$ cat src/hw/iod_pkg.sv
package iod_pkg;

    localparam int NREG = 21;

    // data-space layout
    localparam logic [7:0] IO_DATA_OFFSET = 8'h20;
    localparam logic [7:0] LOW_BASE       = 8'h20;
    localparam logic [7:0] LOW_TOP        = 8'h3f;
    localparam logic [7:0] EXT_BASE       = 8'h60;
    localparam logic [7:0] BYTE_MASK      = 8'hff;
    localparam logic [7:0] ZERO_BYTE      = 8'h00;

    // register indices
    localparam int IDX_SPI_DATA   = 0;
    localparam int IDX_COMP_CS    = 1;
    localparam int IDX_SLEEP      = 2;
    localparam int IDX_RST_CAUSE  = 3;
    localparam int IDX_CORE_CTL   = 4;
    localparam int IDX_SELF_PROG  = 5;
    localparam int IDX_SP_LOW     = 6;
    localparam int IDX_SP_HIGH    = 7;
    localparam int IDX_STATUS     = 8;
    localparam int IDX_WDOG       = 9;
    localparam int IDX_FIRST_EXT  = 9;

    // field positions
    localparam int COMP_EVENT_BIT = 4;
    localparam int COMP_OUT_BIT   = 5;
    localparam int PROG_BUSY_BIT  = 6;
    localparam int WDOG_EVENT_BIT = 7;

    // data-space offsets in table order
    localparam logic [7:0] REG_OFFSET [NREG] = '{
        8'h4e, 8'h50, 8'h53, 8'h54, 8'h55, 8'h57, 8'h5d, 8'h5e, 8'h5f, 8'h60,
        8'h61, 8'h64, 8'h66, 8'h68, 8'h69, 8'h6b, 8'h6c, 8'h6d, 8'h6e, 8'h6f,
        8'h70};

    // bits that software reads and writes plainly
    localparam logic [7:0] REG_RW_MASK [NREG] = '{
        8'hff, 8'hcf, 8'h0f, 8'h0f, 8'h13, 8'h9f, 8'hff, 8'h07, 8'hff, 8'h7f,
        8'h8f, 8'hef, 8'hff, 8'h07, 8'h0f, 8'hff, 8'h7f, 8'hff, 8'h07, 8'h27,
        8'h07};

    // flags cleared by writing one
    localparam logic [7:0] REG_W1C_MASK [NREG] = '{
        8'h00, 8'h10, 8'h00, 8'h00, 8'h00, 8'h00, 8'h00, 8'h00, 8'h00, 8'h80,
        8'h00, 8'h00, 8'h00, 8'h00, 8'h00, 8'h00, 8'h00, 8'h00, 8'h00, 8'h00,
        8'h00};

    // bits that only mirror live hardware state
    localparam logic [7:0] REG_RO_MASK [NREG] = '{
        8'h00, 8'h20, 8'h00, 8'h00, 8'h00, 8'h40, 8'h00, 8'h00, 8'h00, 8'h00,
        8'h00, 8'h00, 8'h00, 8'h00, 8'h00, 8'h00, 8'h00, 8'h00, 8'h00, 8'h00,
        8'h00};

    localparam logic [7:0] REG_RESET = 8'h00;

endpackage

$ cat src/hw/iod_flag_reg.sv
module iod_flag_reg #(
    parameter logic [7:0] RW_MASK  = 8'hff,
    parameter logic [7:0] W1C_MASK = 8'h00,
    parameter logic [7:0] RO_MASK  = 8'h00
) (
    // clock and reset
    input  wire logic       ref_clk,
    input  wire logic       srst,
    // byte write
    input  wire logic       wrEn,
    input  wire logic [7:0] wrData,
    // hardware side
    input  wire logic [7:0] hwSet,
    input  wire logic [7:0] roVal,
    // state
    output logic      [7:0] q,
    output logic      [7:0] rdVal
);
    logic [7:0] next_q;
    logic [7:0] clrBits;

    always_comb begin
        clrBits = wrEn ? wrData : iod_pkg::ZERO_BYTE;
        // reserved bits never store
        next_q = ((wrEn ? wrData : q) & RW_MASK)
               | (q & W1C_MASK & ~clrBits)
               | (hwSet & (RW_MASK | W1C_MASK));
    end

    always_ff @(posedge ref_clk) begin
        if (srst) begin
            q <= iod_pkg::REG_RESET;
        end else begin
            q <= next_q;
        end
    end

    assign rdVal = (q & (RW_MASK | W1C_MASK)) | (roVal & RO_MASK);

endmodule // iod_flag_reg

$ cat src/hw/iod_access_decode.sv
module iod_access_decode (
    // short i/o access
    input  wire logic       ioRdEn,
    input  wire logic       ioWrEn,
    input  wire logic [5:0] ioAddr,
    // single-bit access
    input  wire logic       setIoBitEn,
    input  wire logic       clearIoBitEn,
    input  wire logic       testIoBitEn,
    input  wire logic [4:0] bitAddr,
    input  wire logic [2:0] bitSel,
    // data-space access
    input  wire logic       dataRdEn,
    input  wire logic       dataWrEn,
    input  wire logic [7:0] dataAddr,
    input  wire logic [7:0] wrData,
    // unified access
    output logic            accRead,
    output logic            accWrite,
    output logic            accTest,
    output logic      [7:0] accAddr,
    output logic      [7:0] accData,
    output logic      [7:0] accMask
);
    function automatic logic [7:0] ioToData(input logic [5:0] a);
        ioToData = {2'b00, a} + iod_pkg::IO_DATA_OFFSET;
    endfunction

    always_comb begin
        accRead  = 1'b0;
        accWrite = 1'b0;
        accTest  = 1'b0;
        accAddr  = iod_pkg::ZERO_BYTE;
        accData  = wrData;
        accMask  = iod_pkg::BYTE_MASK;
        if (dataRdEn || dataWrEn) begin
            accRead  = dataRdEn;
            accWrite = dataWrEn && !dataRdEn;
            accAddr  = dataAddr;
        end else if (ioRdEn || ioWrEn) begin
            accRead  = ioRdEn;
            accWrite = ioWrEn && !ioRdEn;
            accAddr  = ioToData(ioAddr);
        end else if (setIoBitEn || clearIoBitEn || testIoBitEn) begin
            // bit address is five bits wide, so only the low range is reachable
            accAddr  = ioToData({1'b0, bitAddr});
            accTest  = testIoBitEn && !setIoBitEn && !clearIoBitEn;
            accWrite = setIoBitEn || clearIoBitEn;
            accMask  = 8'h01 << bitSel;
            accData  = setIoBitEn ? iod_pkg::BYTE_MASK : iod_pkg::ZERO_BYTE;
        end
    end

endmodule // iod_access_decode

$ cat src/hw/io_register_space_decoder.sv
module io_register_space_decoder (
    // clock and reset
    input  wire logic                       ref_clk,
    input  wire logic                       srst,
    // short i/o requests
    input  wire logic                       ioRdEn,
    input  wire logic                       ioWrEn,
    input  wire logic [5:0]                 ioAddr,
    // single-bit requests
    input  wire logic                       setIoBitEn,
    input  wire logic                       clearIoBitEn,
    input  wire logic                       testIoBitEn,
    input  wire logic [4:0]                 bitAddr,
    input  wire logic [2:0]                 bitSel,
    // data-space requests
    input  wire logic                       dataRdEn,
    input  wire logic                       dataWrEn,
    input  wire logic [7:0]                 dataAddr,
    input  wire logic [7:0]                 wrData,
    // answers to the core
    output logic                            rdValid,
    output logic      [7:0]                 rdData,
    output logic                            bitValid,
    output logic                            bitValue,
    // low-range peripheral port
    output logic                            lowRdEn,
    output logic                            lowWrEn,
    output logic      [4:0]                 lowAddr,
    output logic      [7:0]                 lowWrData,
    output logic      [7:0]                 lowWrMask,
    input  wire logic [7:0]                 lowRdData,
    // hardware events and live state
    input  wire logic                       compEvent,
    input  wire logic                       compLevel,
    input  wire logic                       wdogEvent,
    input  wire logic [3:0]                 resetCause,
    input  wire logic                       progBusy,
    // register image
    output logic      [iod_pkg::NREG*8-1:0] ctlRegs
);
    logic             accRead;
    logic             accWrite;
    logic             accTest;
    logic [7:0]       accAddr;
    logic [7:0]       accData;
    logic [7:0]       accMask;
    logic             accLow;
    logic [7:0]       regQ   [iod_pkg::NREG];
    logic [7:0]       regRd  [iod_pkg::NREG];
    logic [7:0]       hwSet  [iod_pkg::NREG];
    logic [7:0]       roVal  [iod_pkg::NREG];
    logic [iod_pkg::NREG-1:0] regWrEn;
    // stage one of a read
    logic             pendRead;
    logic             pendTest;
    logic [7:0]       pendAddr;
    logic [2:0]       pendBit;
    logic [7:0]       next_rdData;

    iod_access_decode u_decode (
        .ioRdEn       (ioRdEn),
        .ioWrEn       (ioWrEn),
        .ioAddr       (ioAddr),
        .setIoBitEn   (setIoBitEn),
        .clearIoBitEn (clearIoBitEn),
        .testIoBitEn  (testIoBitEn),
        .bitAddr      (bitAddr),
        .bitSel       (bitSel),
        .dataRdEn     (dataRdEn),
        .dataWrEn     (dataWrEn),
        .dataAddr     (dataAddr),
        .wrData       (wrData),
        .accRead      (accRead),
        .accWrite     (accWrite),
        .accTest      (accTest),
        .accAddr      (accAddr),
        .accData      (accData),
        .accMask      (accMask)
    );

    assign accLow = (accAddr >= iod_pkg::LOW_BASE) && (accAddr <= iod_pkg::LOW_TOP);

    // hardware-set and mirrored bits
    always_comb begin
        for (int i = 0; i < iod_pkg::NREG; i++) begin
            hwSet[i] = iod_pkg::ZERO_BYTE;
            roVal[i] = iod_pkg::ZERO_BYTE;
        end
        hwSet[iod_pkg::IDX_COMP_CS][iod_pkg::COMP_EVENT_BIT] = compEvent;
        roVal[iod_pkg::IDX_COMP_CS][iod_pkg::COMP_OUT_BIT]   = compLevel;
        hwSet[iod_pkg::IDX_RST_CAUSE][3:0]                   = resetCause;
        roVal[iod_pkg::IDX_SELF_PROG][iod_pkg::PROG_BUSY_BIT] = progBusy;
        hwSet[iod_pkg::IDX_WDOG][iod_pkg::WDOG_EVENT_BIT]    = wdogEvent;
    end

    // byte writes only; bit writes never reach these offsets
    always_comb begin
        for (int i = 0; i < iod_pkg::NREG; i++) begin
            regWrEn[i] = accWrite && (accMask == iod_pkg::BYTE_MASK)
                       && (accAddr == iod_pkg::REG_OFFSET[i]);
        end
    end

    for (genvar g = 0; g < iod_pkg::NREG; g++) begin : g_reg
        iod_flag_reg #(
            .RW_MASK  (iod_pkg::REG_RW_MASK[g]),
            .W1C_MASK (iod_pkg::REG_W1C_MASK[g]),
            .RO_MASK  (iod_pkg::REG_RO_MASK[g])
        ) u_reg (
            .ref_clk (ref_clk),
            .srst    (srst),
            .wrEn    (regWrEn[g]),
            .wrData  (accData),
            .hwSet   (hwSet[g]),
            .roVal   (roVal[g]),
            .q       (regQ[g]),
            .rdVal   (regRd[g])
        );
        assign ctlRegs[g*8 +: 8] = regQ[g];
    end

    // low-range peripheral strobes
    always_ff @(posedge ref_clk) begin
        if (srst) begin
            lowRdEn   <= 1'b0;
            lowWrEn   <= 1'b0;
            lowAddr   <= 5'h00;
            lowWrData <= 8'h00;
            lowWrMask <= 8'h00;
        end else begin
            lowRdEn   <= (accRead || accTest) && accLow;
            lowWrEn   <= accWrite && accLow;
            lowAddr   <= 5'(accAddr - iod_pkg::LOW_BASE);
            lowWrData <= accData;
            lowWrMask <= accMask;
        end
    end

    always_ff @(posedge ref_clk) begin
        if (srst) begin
            pendRead <= 1'b0;
            pendTest <= 1'b0;
            pendAddr <= 8'h00;
            pendBit  <= 3'h0;
        end else begin
            pendRead <= accRead;
            pendTest <= accTest;
            pendAddr <= accAddr;
            pendBit  <= bitSel;
        end
    end

    // read mux: unmapped locations answer zero
    always_comb begin
        next_rdData = iod_pkg::ZERO_BYTE;
        if ((pendAddr >= iod_pkg::LOW_BASE) && (pendAddr <= iod_pkg::LOW_TOP)) begin
            next_rdData = lowRdData;
        end
        for (int i = 0; i < iod_pkg::NREG; i++) begin
            if (pendAddr == iod_pkg::REG_OFFSET[i]) begin
                next_rdData = regRd[i];
            end
        end
    end

    always_ff @(posedge ref_clk) begin
        if (srst) begin
            rdValid <= 1'b0;
            rdData  <= 8'h00;
        end else begin
            rdValid <= pendRead;
            rdData  <= pendRead ? next_rdData : rdData;
        end
    end

    always_ff @(posedge ref_clk) begin
        if (srst) begin
            bitValid <= 1'b0;
            bitValue <= 1'b0;
        end else begin
            bitValid <= pendTest;
            bitValue <= pendTest ? lowRdData[pendBit] : bitValue;
        end
    end

    // assertion helpers
    logic soleReq;
    assign soleReq = $onehot({ioRdEn, ioWrEn, setIoBitEn, clearIoBitEn, testIoBitEn,
                              dataRdEn, dataWrEn});

    a_bit_low_only: assert property (@(posedge ref_clk) disable iff (srst)
        soleReq && (setIoBitEn || clearIoBitEn)
        |-> (regWrEn == '0) ##1 (lowWrEn && ({3'b000, lowAddr} == $past(bitAddr))))
        else $error("bit write left the low range");

    a_bit_test_path: assert property (@(posedge ref_clk) disable iff (srst)
        soleReq && testIoBitEn |-> ##1 lowRdEn && !lowWrEn ##1 bitValid && !rdValid)
        else $error("bit test did not answer in two cycles");

    a_flag_w1c: assert property (@(posedge ref_clk) disable iff (srst)
        soleReq && dataWrEn && dataAddr == iod_pkg::REG_OFFSET[iod_pkg::IDX_COMP_CS]
        && !compEvent
        |=> regQ[iod_pkg::IDX_COMP_CS][iod_pkg::COMP_EVENT_BIT]
            == ($past(regQ[iod_pkg::IDX_COMP_CS][iod_pkg::COMP_EVENT_BIT])
                && !$past(wrData[iod_pkg::COMP_EVENT_BIT])))
        else $error("write-one-to-clear flag misbehaved");

    a_flag_set_wins: assert property (@(posedge ref_clk) disable iff (srst)
        wdogEvent |=> regQ[iod_pkg::IDX_WDOG][iod_pkg::WDOG_EVENT_BIT])
        else $error("flag event lost against clear");

    a_bit_mask_one: assert property (@(posedge ref_clk) disable iff (srst)
        soleReq && (setIoBitEn || clearIoBitEn)
        |=> lowWrMask == (8'h01 << $past(bitSel))
            && lowWrData == ($past(setIoBitEn) ? 8'hff : 8'h00))
        else $error("bit write touched more than one bit");

    a_io_read_lat: assert property (@(posedge ref_clk) disable iff (srst)
        soleReq && ioRdEn && ioAddr == 6'h3f
        |-> ##2 rdValid && rdData == $past(regQ[iod_pkg::IDX_STATUS], 2))
        else $error("short read of status register wrong");

    a_io_offset: assert property (@(posedge ref_clk) disable iff (srst)
        soleReq && ioWrEn && ioAddr == 6'h2e
        |=> regQ[iod_pkg::IDX_SPI_DATA] == $past(wrData))
        else $error("short write not mapped at plus 0x20");

    a_ext_data_only: assert property (@(posedge ref_clk) disable iff (srst)
        (ioWrEn || setIoBitEn || clearIoBitEn) && !dataWrEn && !dataRdEn
        |-> regWrEn[iod_pkg::NREG-1:iod_pkg::IDX_FIRST_EXT] == '0)
        else $error("extended register reached by short access");

    a_reserved_zero: assert property (@(posedge ref_clk) disable iff (srst)
        soleReq && dataWrEn && dataAddr == iod_pkg::REG_OFFSET[iod_pkg::IDX_SP_HIGH]
        |=> regQ[iod_pkg::IDX_SP_HIGH][7:3] == 5'h00 ##1 !rdValid)
        else $error("reserved bits stored a value");

    a_reserved_read: assert property (@(posedge ref_clk) disable iff (srst)
        soleReq && dataRdEn && dataAddr == 8'h51 |-> ##2 rdValid && rdData == 8'h00)
        else $error("reserved location read nonzero");

    a_low_wr_map: assert property (@(posedge ref_clk) disable iff (srst)
        soleReq && ioWrEn && ioAddr < 6'h20
        |=> lowWrEn && lowAddr == $past(ioAddr[4:0]))
        else $error("short write missed the low range");

    a_low_rd_map: assert property (@(posedge ref_clk) disable iff (srst)
        soleReq && dataRdEn && dataAddr >= 8'h20 && dataAddr <= 8'h3f
        |=> lowRdEn && lowAddr == $past(dataAddr[4:0]))
        else $error("data read missed the low range");

    a_high_no_low: assert property (@(posedge ref_clk) disable iff (srst)
        soleReq && ioWrEn && ioAddr >= 6'h20
        |=> !lowWrEn)
        else $error("high short write leaked to low range");

    a_test_no_write: assert property (@(posedge ref_clk) disable iff (srst)
        soleReq && testIoBitEn
        |=> !lowWrEn && regWrEn == '0)
        else $error("bit test caused a write");

    a_test_value: assert property (@(posedge ref_clk) disable iff (srst)
        pendTest
        |=> bitValid && bitValue == $past(lowRdData[pendBit]))
        else $error("tested bit value wrong");

    a_w1c_keep: assert property (@(posedge ref_clk) disable iff (srst)
        soleReq && dataWrEn && dataAddr == iod_pkg::REG_OFFSET[iod_pkg::IDX_WDOG]
        && !wrData[iod_pkg::WDOG_EVENT_BIT] && !wdogEvent
        |=> regQ[iod_pkg::IDX_WDOG][7] == $past(regQ[iod_pkg::IDX_WDOG][7]))
        else $error("written zero changed a flag");

    a_bit_spares_regs: assert property (@(posedge ref_clk) disable iff (srst)
        soleReq && (setIoBitEn || clearIoBitEn) && !compEvent && !wdogEvent
        && resetCause == 4'h0
        |=> ctlRegs == $past(ctlRegs))
        else $error("bit write disturbed a mapped register");

    a_ext_write_map: assert property (@(posedge ref_clk) disable iff (srst)
        soleReq && dataWrEn && dataAddr == iod_pkg::REG_OFFSET[iod_pkg::IDX_WDOG]
        |=> regQ[iod_pkg::IDX_WDOG][6:0] == $past(wrData[6:0]))
        else $error("data store missed extended register");

    a_short_no_ext: assert property (@(posedge ref_clk) disable iff (srst)
        soleReq && ioRdEn
        |=> pendAddr < iod_pkg::EXT_BASE)
        else $error("short read reached extended space");

    a_rd_hold: assert property (@(posedge ref_clk) disable iff (srst)
        !pendRead
        |=> rdData == $past(rdData))
        else $error("read data moved without a read");

    a_rsv_bits_read: assert property (@(posedge ref_clk) disable iff (srst)
        rdValid && $past(pendAddr) == iod_pkg::REG_OFFSET[iod_pkg::IDX_SP_HIGH]
        |-> rdData[7:3] == 5'h00)
        else $error("reserved bits read nonzero");

    c_bit_set:   cover property (@(posedge ref_clk) soleReq && setIoBitEn ##1 lowWrEn);
    c_flag_clr:  cover property (@(posedge ref_clk)
        soleReq && dataWrEn && wrData[iod_pkg::WDOG_EVENT_BIT] ##1 1'b1);
    c_bit_test:  cover property (@(posedge ref_clk) soleReq && testIoBitEn ##2 bitValue);
    c_ext_write: cover property (@(posedge ref_clk)
        soleReq && dataWrEn && dataAddr >= iod_pkg::EXT_BASE ##1 1'b1);
    c_io_read:   cover property (@(posedge ref_clk) soleReq && ioRdEn ##2 rdValid);

endmodule // io_register_space_decoder

$ cat config.mk
export PLATFORM = sky130hd
export DESIGN_NAME = io_register_space_decoder
export DESIGN_NICKNAME = d
export VERILOG_FILES = /design/src/hw/iod_pkg.sv /design/src/hw/iod_flag_reg.sv /design/src/hw/iod_access_decode.sv /design/src/hw/io_register_space_decoder.sv
export SDC_FILE = /design/constraint.sdc
export NUM_CORES = 1
export LEC_CHECK = 0
export ABC_CLOCK_PERIOD_IN_PS = 6500
export BUFFER_PORTS_ARGS = -buffer_cell sky130_fd_sc_hd__buf_2
export CORE_AREA = 4 4 143 145
export DETAILED_ROUTE_END_ITERATION = 6
export DIE_AREA = 0 0 147 149
export GPL_ROUTABILITY_DRIVEN = 1
export PLACE_DENSITY = 0.81
export SLEW_MARGIN = 20
export SYNTH_ARGS = -nofsm -noshare
export SYNTH_HDL_FRONTEND = slang
export SYNTH_HIERARCHICAL = 1
export SYNTH_SLANG_ARGS = --single-unit
$ cat constraint.sdc
create_clock -name ref_clk -period 6.5 [get_ports ref_clk]
set_input_delay 1.3 -clock ref_clk [delete_from_list [all_inputs] [get_ports ref_clk]]
set_output_delay 1.3 -clock ref_clk [all_outputs]
set_load 0.01 [all_outputs]
Yosys cells after proc, flatten, opt, wreduce, memory -nomap -nowiden
Index checks and enable logic that the tools add are counted.

cells by class
  add/sub/neg operators = 3
  $mul = 0
  divide/modulo/power cells = 0
  magnitude comparators = 5
  eq/ne operators = 43
  shift-type cells = 1
  multiplexer cells = 47
  bitwise gates (word level) = 11
  reductions and logical operators = 39

operator list
  kind                   count
  $eq A8 B7 Y1 const B   42
  $mux W8                35
  $logic_and A1 B1 Y1    30
  $ge A8 B6 Y1 const B   2
  $le A8 B6 Y1 const B   2
  $not A8 Y8             2
  $or A8 B8 Y8           2
  $mux W1                9
  $and A5 B8 Y8          1
  $and A8 B8 Y8          1
  $eq A8 B8 Y1 const B   1
  $or A7 B8 Y8           1
  $or A8 B5 Y8           1
  $or A8 B6 Y8           1
  $or A8 B7 Y8           1
  $shl A1 B3 Y8 const A  1
  $add A5 B6 Y7 const B  1
  $add A6 B6 Y7 const B  1
  $mux W7                1
  $logic_or A1 B1 Y1     5
  $sub A5 B1 Y5 const B  1
  $logic_not A1 Y1       4
  $lt A3 B4 Y1 const B   1
  $mux W4                1
  other kinds (2)        2

word-level totals
  register bits after elaboration = 211
  latch bits = 0
  RAM bits = 0
  memory bits (read-only) = 0
  input bits = 55
  output and inout port bits = 202
  logic and storage cells = 195
  memories kept = 0

Depth between registers and ports, before layout
  depth after elaboration = 24
  depth in mapped cells = 12
  mapped depth without buffers = 10

Hierarchy
Netlist, hierarchy kept.

by module, submodules not included
  module                              instances  cells an instance  area each (µm²)  seq. area each (µm²)
  io_register_space_decoder           1          493                3614.7           840.8
  iod_flag_reg (g_reg[0].u_reg ...)   6          42                 385.4            160.2
  iod_flag_reg (g_reg[13].u_reg ...)  5          26                 217.7            60.1
  iod_flag_reg (g_reg[14].u_reg ...)  4          30                 254.0            80.1
  iod_flag_reg (g_reg[11].u_reg ...)  2          39                 354.1            140.1
  iod_access_decode                   1          69                 384.1            0.0
  iod_flag_reg (g_reg[9].u_reg)       1          40                 380.4            160.2
  iod_flag_reg (g_reg[1].u_reg)       1          38                 352.8            140.1
  iod_flag_reg (g_reg[5].u_reg)       1          36                 322.8            120.1
  iod_flag_reg (g_reg[10].u_reg)      1          33                 291.5            100.1

Worst setup path after synthesis
Ideal clock, no wire load.

  path kind = input to register
  start point = in clearIoBitEn
  end point = reg g_reg[0].u_reg.q[0]
  library setup time = 0.128 ns
  arrival = 3.676 ns
  data required time = 6.372 ns
  path slack = 2.696 ns
  stages on the path = 12
  buffers on the path = 2
  path through = or3_1 buf_6 and3_4 o21ai_0 nand4_1 nor3_1 nand3_1 or3b_2 nor3_1 buf_6 mux2i_1 a21oi_1

on the way
  longest elaborated chain between the ends = 8
  elaborated cells between the ends (all ways) = 18
  classes of those cells = eq/ne (2); mux (12); reduce/logical (4)

ends and longest elaborated chain
  element                           RTL line                          text
  start, declared                   io_register_space_decoder.sv:11   input wire logic clearIoBitEn,
  $logic_or A1 B1 Y1 (2 in series)  iod_access_decode.sv:44           end else if (setIoBitEn || clearIoBitEn || testIoBitEn) begin
  $mux W8                           iod_access_decode.sv:44
  $mux W8                           iod_access_decode.sv:40           end else if (ioRdEn || ioWrEn) begin
  $mux W8                           iod_access_decode.sv:36           if (dataRdEn || dataWrEn) begin
  via accMask[6]                    io_register_space_decoder.sv:46   logic [7:0] accMask;
  $eq A8 B8 Y1                      io_register_space_decoder.sv:99   regWrEn[i] = accWrite && (accMask == iod_pkg::BYTE_MASK)
  $logic_and A1 B1 Y1               io_register_space_decoder.sv:99
  $logic_and A1 B1 Y1               io_register_space_decoder.sv:100  && (accAddr == iod_pkg::REG_OFFSET[i]);
  via regWrEn (one bit)             io_register_space_decoder.sv:52   logic [iod_pkg::NREG-1:0] regWrEn;
  end signal, assigned              iod_flag_reg.sv:32                q <= iod_pkg::REG_RESET;
  end signal, assigned              iod_flag_reg.sv:34                q <= next_q;
  end, declared                     iod_flag_reg.sv:16                output logic [7:0] q,

The timed path passes the listed nets, and every way through them passes these cells.
A chain may end at the register's enable or synchronous reset.

Worst setup path after layout
  start point = in clearIoBitEn
  end point = reg g_reg[9].u_reg.q[7]

on the way
  longest elaborated chain between the ends = 13
  elaborated cells between the ends (all ways) = 23
  classes of those cells = eq/ne (2); mux (13); bitwise (4); reduce/logical (4)

ends and longest elaborated chain
  element                           RTL line                          text
  $logic_or A1 B1 Y1 (2 in series)  iod_access_decode.sv:44
  $mux W8                           iod_access_decode.sv:44
  $mux W8                           iod_access_decode.sv:40
  $mux W8                           iod_access_decode.sv:36
  via accMask[5]                    io_register_space_decoder.sv:46
  $eq A8 B8 Y1                      io_register_space_decoder.sv:99
  $logic_and A1 B1 Y1               io_register_space_decoder.sv:99
  $logic_and A1 B1 Y1               io_register_space_decoder.sv:100
  via regWrEn (one bit)             io_register_space_decoder.sv:52
  $mux W8                           iod_flag_reg.sv:23                clrBits = wrEn ? wrData : iod_pkg::ZERO_BYTE;
  $not A8 Y8                        iod_flag_reg.sv:26                | (q & W1C_MASK & ~clrBits)
  $and A8 B8 Y8                     iod_flag_reg.sv:26
  $or A7 B8 Y8                      iod_flag_reg.sv:26
  $or A8 B8 Y8                      iod_flag_reg.sv:27                | (hwSet & (RW_MASK | W1C_MASK));
  end signal, assigned              iod_flag_reg.sv:32
  end signal, assigned              iod_flag_reg.sv:34
  end, declared                     iod_flag_reg.sv:16

The timed path passes the listed nets, and every way through them passes these cells.

==> impl_metrics.csv <==
group,metric,value,unit
route,vias_per_cell,5.31,
timing,max_freq,247,MHz
layout,finalCoreUtilization,58.4,%
floorplan,initial_core_util,54.5,%
pwr,powerDensity,232,nW/um^2
logic_synthesis,synthSimpleGateAreaFrac,14.3,%
critical_path,crit_fanout,8,
place,routabilityCongestion,1.01,
clock_network,cts.repair.resized,0,
logic_synthesis,ys_ff_latch,161,
run,drv_cap,0,
critical_path,worst_ep_arrival_time,4380,ps
floorplan,num_rows,51,
route,highest_layer,"met4",
pwr,worst_ir_drop_vdd,178,uV
timing,finalSetupViolations,0,
logic_synthesis,yosys.area_share.xor_xnor,0,%
layout,areaGrowthSynthToFinish,7.06,%
route,routedWlPerCell,18.5,um
timing,finalSetupTns,0,ps
floorplan,top_level_ports,257,
floorplan,die-height,149,um
route,drt-initial-drc-count,1141,
route,finalWirelength,31800,um
critical_path,worst_path_max_delay_cell,"nor2_1",
global_routing,groute.usage.overall,28.0,%
clock_network,tritoncts,"yes",
clock_network,worst_setup_hold_path_clk_slew,60,ps
pwr,p_int,1.82,mW
clock_network,cts_inserted_buffers,17,
place,port-buffer-count,207,
outcome,failed_checks,"DRC",
critical_path,worstSetupPathType,"input pin to flop",
timing,timing.final.hold_violations,0,
logic_synthesis,synth_seq_area_share,30.8,%
clock_network,clockBufferDepth,2,
global_routing,grt-ovfl-total,0,
route,antenna_violating_nets_post_route,0,
clock_network,post-cts-setup-buffer-count,0,
route,detail_route.first_pass.iterations,7,
global_routing,pin_count_of_the_biggest_net_entering_global_routing,91,
route,vias,9097,
logic_synthesis,synth_top_family_by_area,"buffers and inverters",
logic_synthesis,synth_flop_cell,"dfxtp_1",
clock_network,clock-root-buffer,"clkbuf_16",
logic_synthesis,ys_warn_count,6,
logic_synthesis,synth-edff-count,0,
route,wl_met2,14600,um
timing,rsz0062_at_grt,"no",
outcome,status,"finished with violations",
clock_network,clk-insertion-delay-late,430,ps
critical_path,timing.critical_path.from_type,"input pin",
layout,final_net_count,1492,
route,wirelength_met1,12600,um
timing,fin_worst_skew,6.70,ps
floorplan,die_w,147,um
place,detailedPlacementHpwl,23100,um
logic_synthesis,synthesis.instances,1289,
hold_path,hold_class,"flop to flop",
floorplan,core-area,19200,um^2
pwr,clockPowerShare,40.4,%
clock_network,holdBufCountCts,0,
logic_synthesis,netlist-cell-type-count,74,
critical_path,crit_path_end_kind,"flop",
timing,worstMarginPinSlew,1130,ps
critical_path,worst_ep_required_time,6830,ps
critical_path,crit_path_max_incr_delay,790,ps
global_routing,grt_pass1_wl,47600,um
pwr,power.static_leakage,4.58,nW
logic_synthesis,mappedNetlistArea,10500,um^2
timing,timing.slew.headroom,24.4,%
pwr,sequentialPowerShare,43.1,%
critical_path,critical_path.cell_chain,"buf_2 -> or3_1 -> and3_4 -> o21ai_0 -> nand4_1 -> nor4_1 -> nand2b_1 -> nor2_1 -> a21boi_0 -> o21ba_2",
layout,insertedDiodeCount,0,
route,route.met3.wl,3330,um
logic_synthesis,synth.area.mux_share,12.4,%
clock_network,clock_tree.htree_level_count,4,
floorplan,die_area,21900,um^2
timing,finalMaxSlewViolations,0,
pwr,switching_power,0.773,mW
global_routing,number_of_antenna_violations_at_the_first_check_in_global_routing,0,
clock_network,clock_sink_count,161,
logic_synthesis,postSynth.asyncResetShare,0,%
timing,finalWorstPathRequiredPeriod,4040,ps
pwr,power.share.combinational,16.5,%
layout,proportion_of_layout_cells_with_a_drive_suffix_above_1,19.0,%
route,drc_errors,16,
logic_synthesis,yosys.area_share.adder,0,%
logic_synthesis,post_synth.cell_area_avg,8.12,um^2
logic_synthesis,synth-compound-area-share,18.0,%
timing,timing.final.crit_share,62.2,%
pwr,swShare,29.8,%
global_routing,first_global_vias,8345,
==> worst max-delay path, delay by kind of cell <==
family	cells	cell delay, ps
simple gates	6	2400
buf+inv	1	100
compound gates	3	570
==> metrics by stage <==
step / setup WS (ps) / total power, mW / instances / hold slack, ps / instance area [um^2]
final: 2460 / 2.60 / 1714 / 470 / 11200
after global routing: 2290 / 2.70 / 1714 / 491 / 11200
after CTS: 2530 / 2.59 / 1714 / 466 / 11200
after detailed placement: 2080 / 1.56 / 1683 / 455 / 10600
after global placement: 2150 / 1.55 / 1683 / 444 / 10600
after floorplan: 2700 / 1.49 / 1483 / 429 / 11200
==> power by group through the flow <==
stage          clock, mW  combinational, mW  sequential [mW]
2_1_floorplan          0              0.340             1.15
4_1_cts             1.05              0.421             1.12
6_report            1.05              0.429             1.12
3_5_place_dp           0              0.418             1.14
5_1_grt             1.10              0.469             1.13
3_3_place_gp           0              0.410             1.14
==> path summary, 6_finish.rpt <==
kind / start / to / slack [ps] / depth (start not counted)
worst max register to register: pendAddr[4] / rdData[2] / 3500 / 6
worst min register to register: pendTest / bitValue / 470 / 1
worst max-delay path: clearIoBitEn / g_reg[9].u_reg/q[7] / 2460 / 10
worst min-delay path: pendTest / bitValue / 470 / 1
==> metal layers <==
metal  global-route usage (%)  vias up
met5                        0        -
met1                     35.5     4199
met2                     45.2      545
met4                     12.8        0
li1                         -     4275
met3                     7.05       78
==> layout make-up <==
cell class / instances / area [um^2]
well taps: 265 / 332
fillers: 1735 / 8000
inverters: 125 / 469
clock buffers: 19 / 443
multi-input cells: 916 / 5480
flip-flops and latches: 161 / 3220
clock inverters: 12 / 156
repair buffers: 216 / 1110
==> cells by family after synthesis <==
kind of cell,Yosys count
AND/OR/NAND/NOR,279
flip-flops,161
other,15
buffers and inverters,406
AO/OA/AOI/OAI,301
multiplexers,127
==> placed cells by master, fill, tap and decap left out, types with 13 or more instances in the layout <==
| master | n |
|---|---|
| a21o_1 | 13 |
| a21oi_1 | 148 |
| buf_2 | 206 |
| clkbuf_16 | 17 |
| conb_1 | 209 |
| dfxtp_1 | 161 |
| inv_1 | 125 |
| mux2i_1 | 122 |
| nand2_1 | 52 |
| nand3_1 | 32 |
| nor2_1 | 62 |
| nor2b_1 | 43 |
| nor3_1 | 28 |
| o21ai_0 | 30 |
==> flip-flops by register name, indices dropped and copies added, names as in the netlist <==
| signal | cells |
|---|---|
| lowAddr | 4 |
| g.u_reg/q | 119 |
| bitValue | 1 |
| lowWrData | 8 |
| pendBit | 3 |
| rdData | 8 |
| rdValid | 1 |
| pendAddr | 4 |
| lowWrEn | 1 |
| lowRdEn | 1 |
| pendRead | 1 |
| pendTest | 1 |
| bitValid | 1 |
| lowWrMask | 8 |
==> cells in the mapped netlist, drive strengths merged (4+ instances only) <==
cell type  count  area (um^2)
or2            4         25.0
conb          15         56.3
a21o          14          105
inv          125          469
a22o           5         43.8
o21ai         35          175
a21oi        148          741
a222oi         4         40.0
nor2          65          251
nand3         33          178
buf          266         1980
dfxtp        161         3220
clkbuf        15         62.6
nand4          6         37.5
nor2b         43          269
a221o          7         70.1
mux2i        122         1220
nor3          30          160
and2           6         37.5
nor4           5         58.8
a22oi         11         82.6
o22ai         11         68.8
a221oi         9         78.8
o221ai         6         52.6
nand2         53          201
a211oi        10         75.1
a211o          8         70.1
nand2b        11         68.8
(Power assumes the default switching activity.)
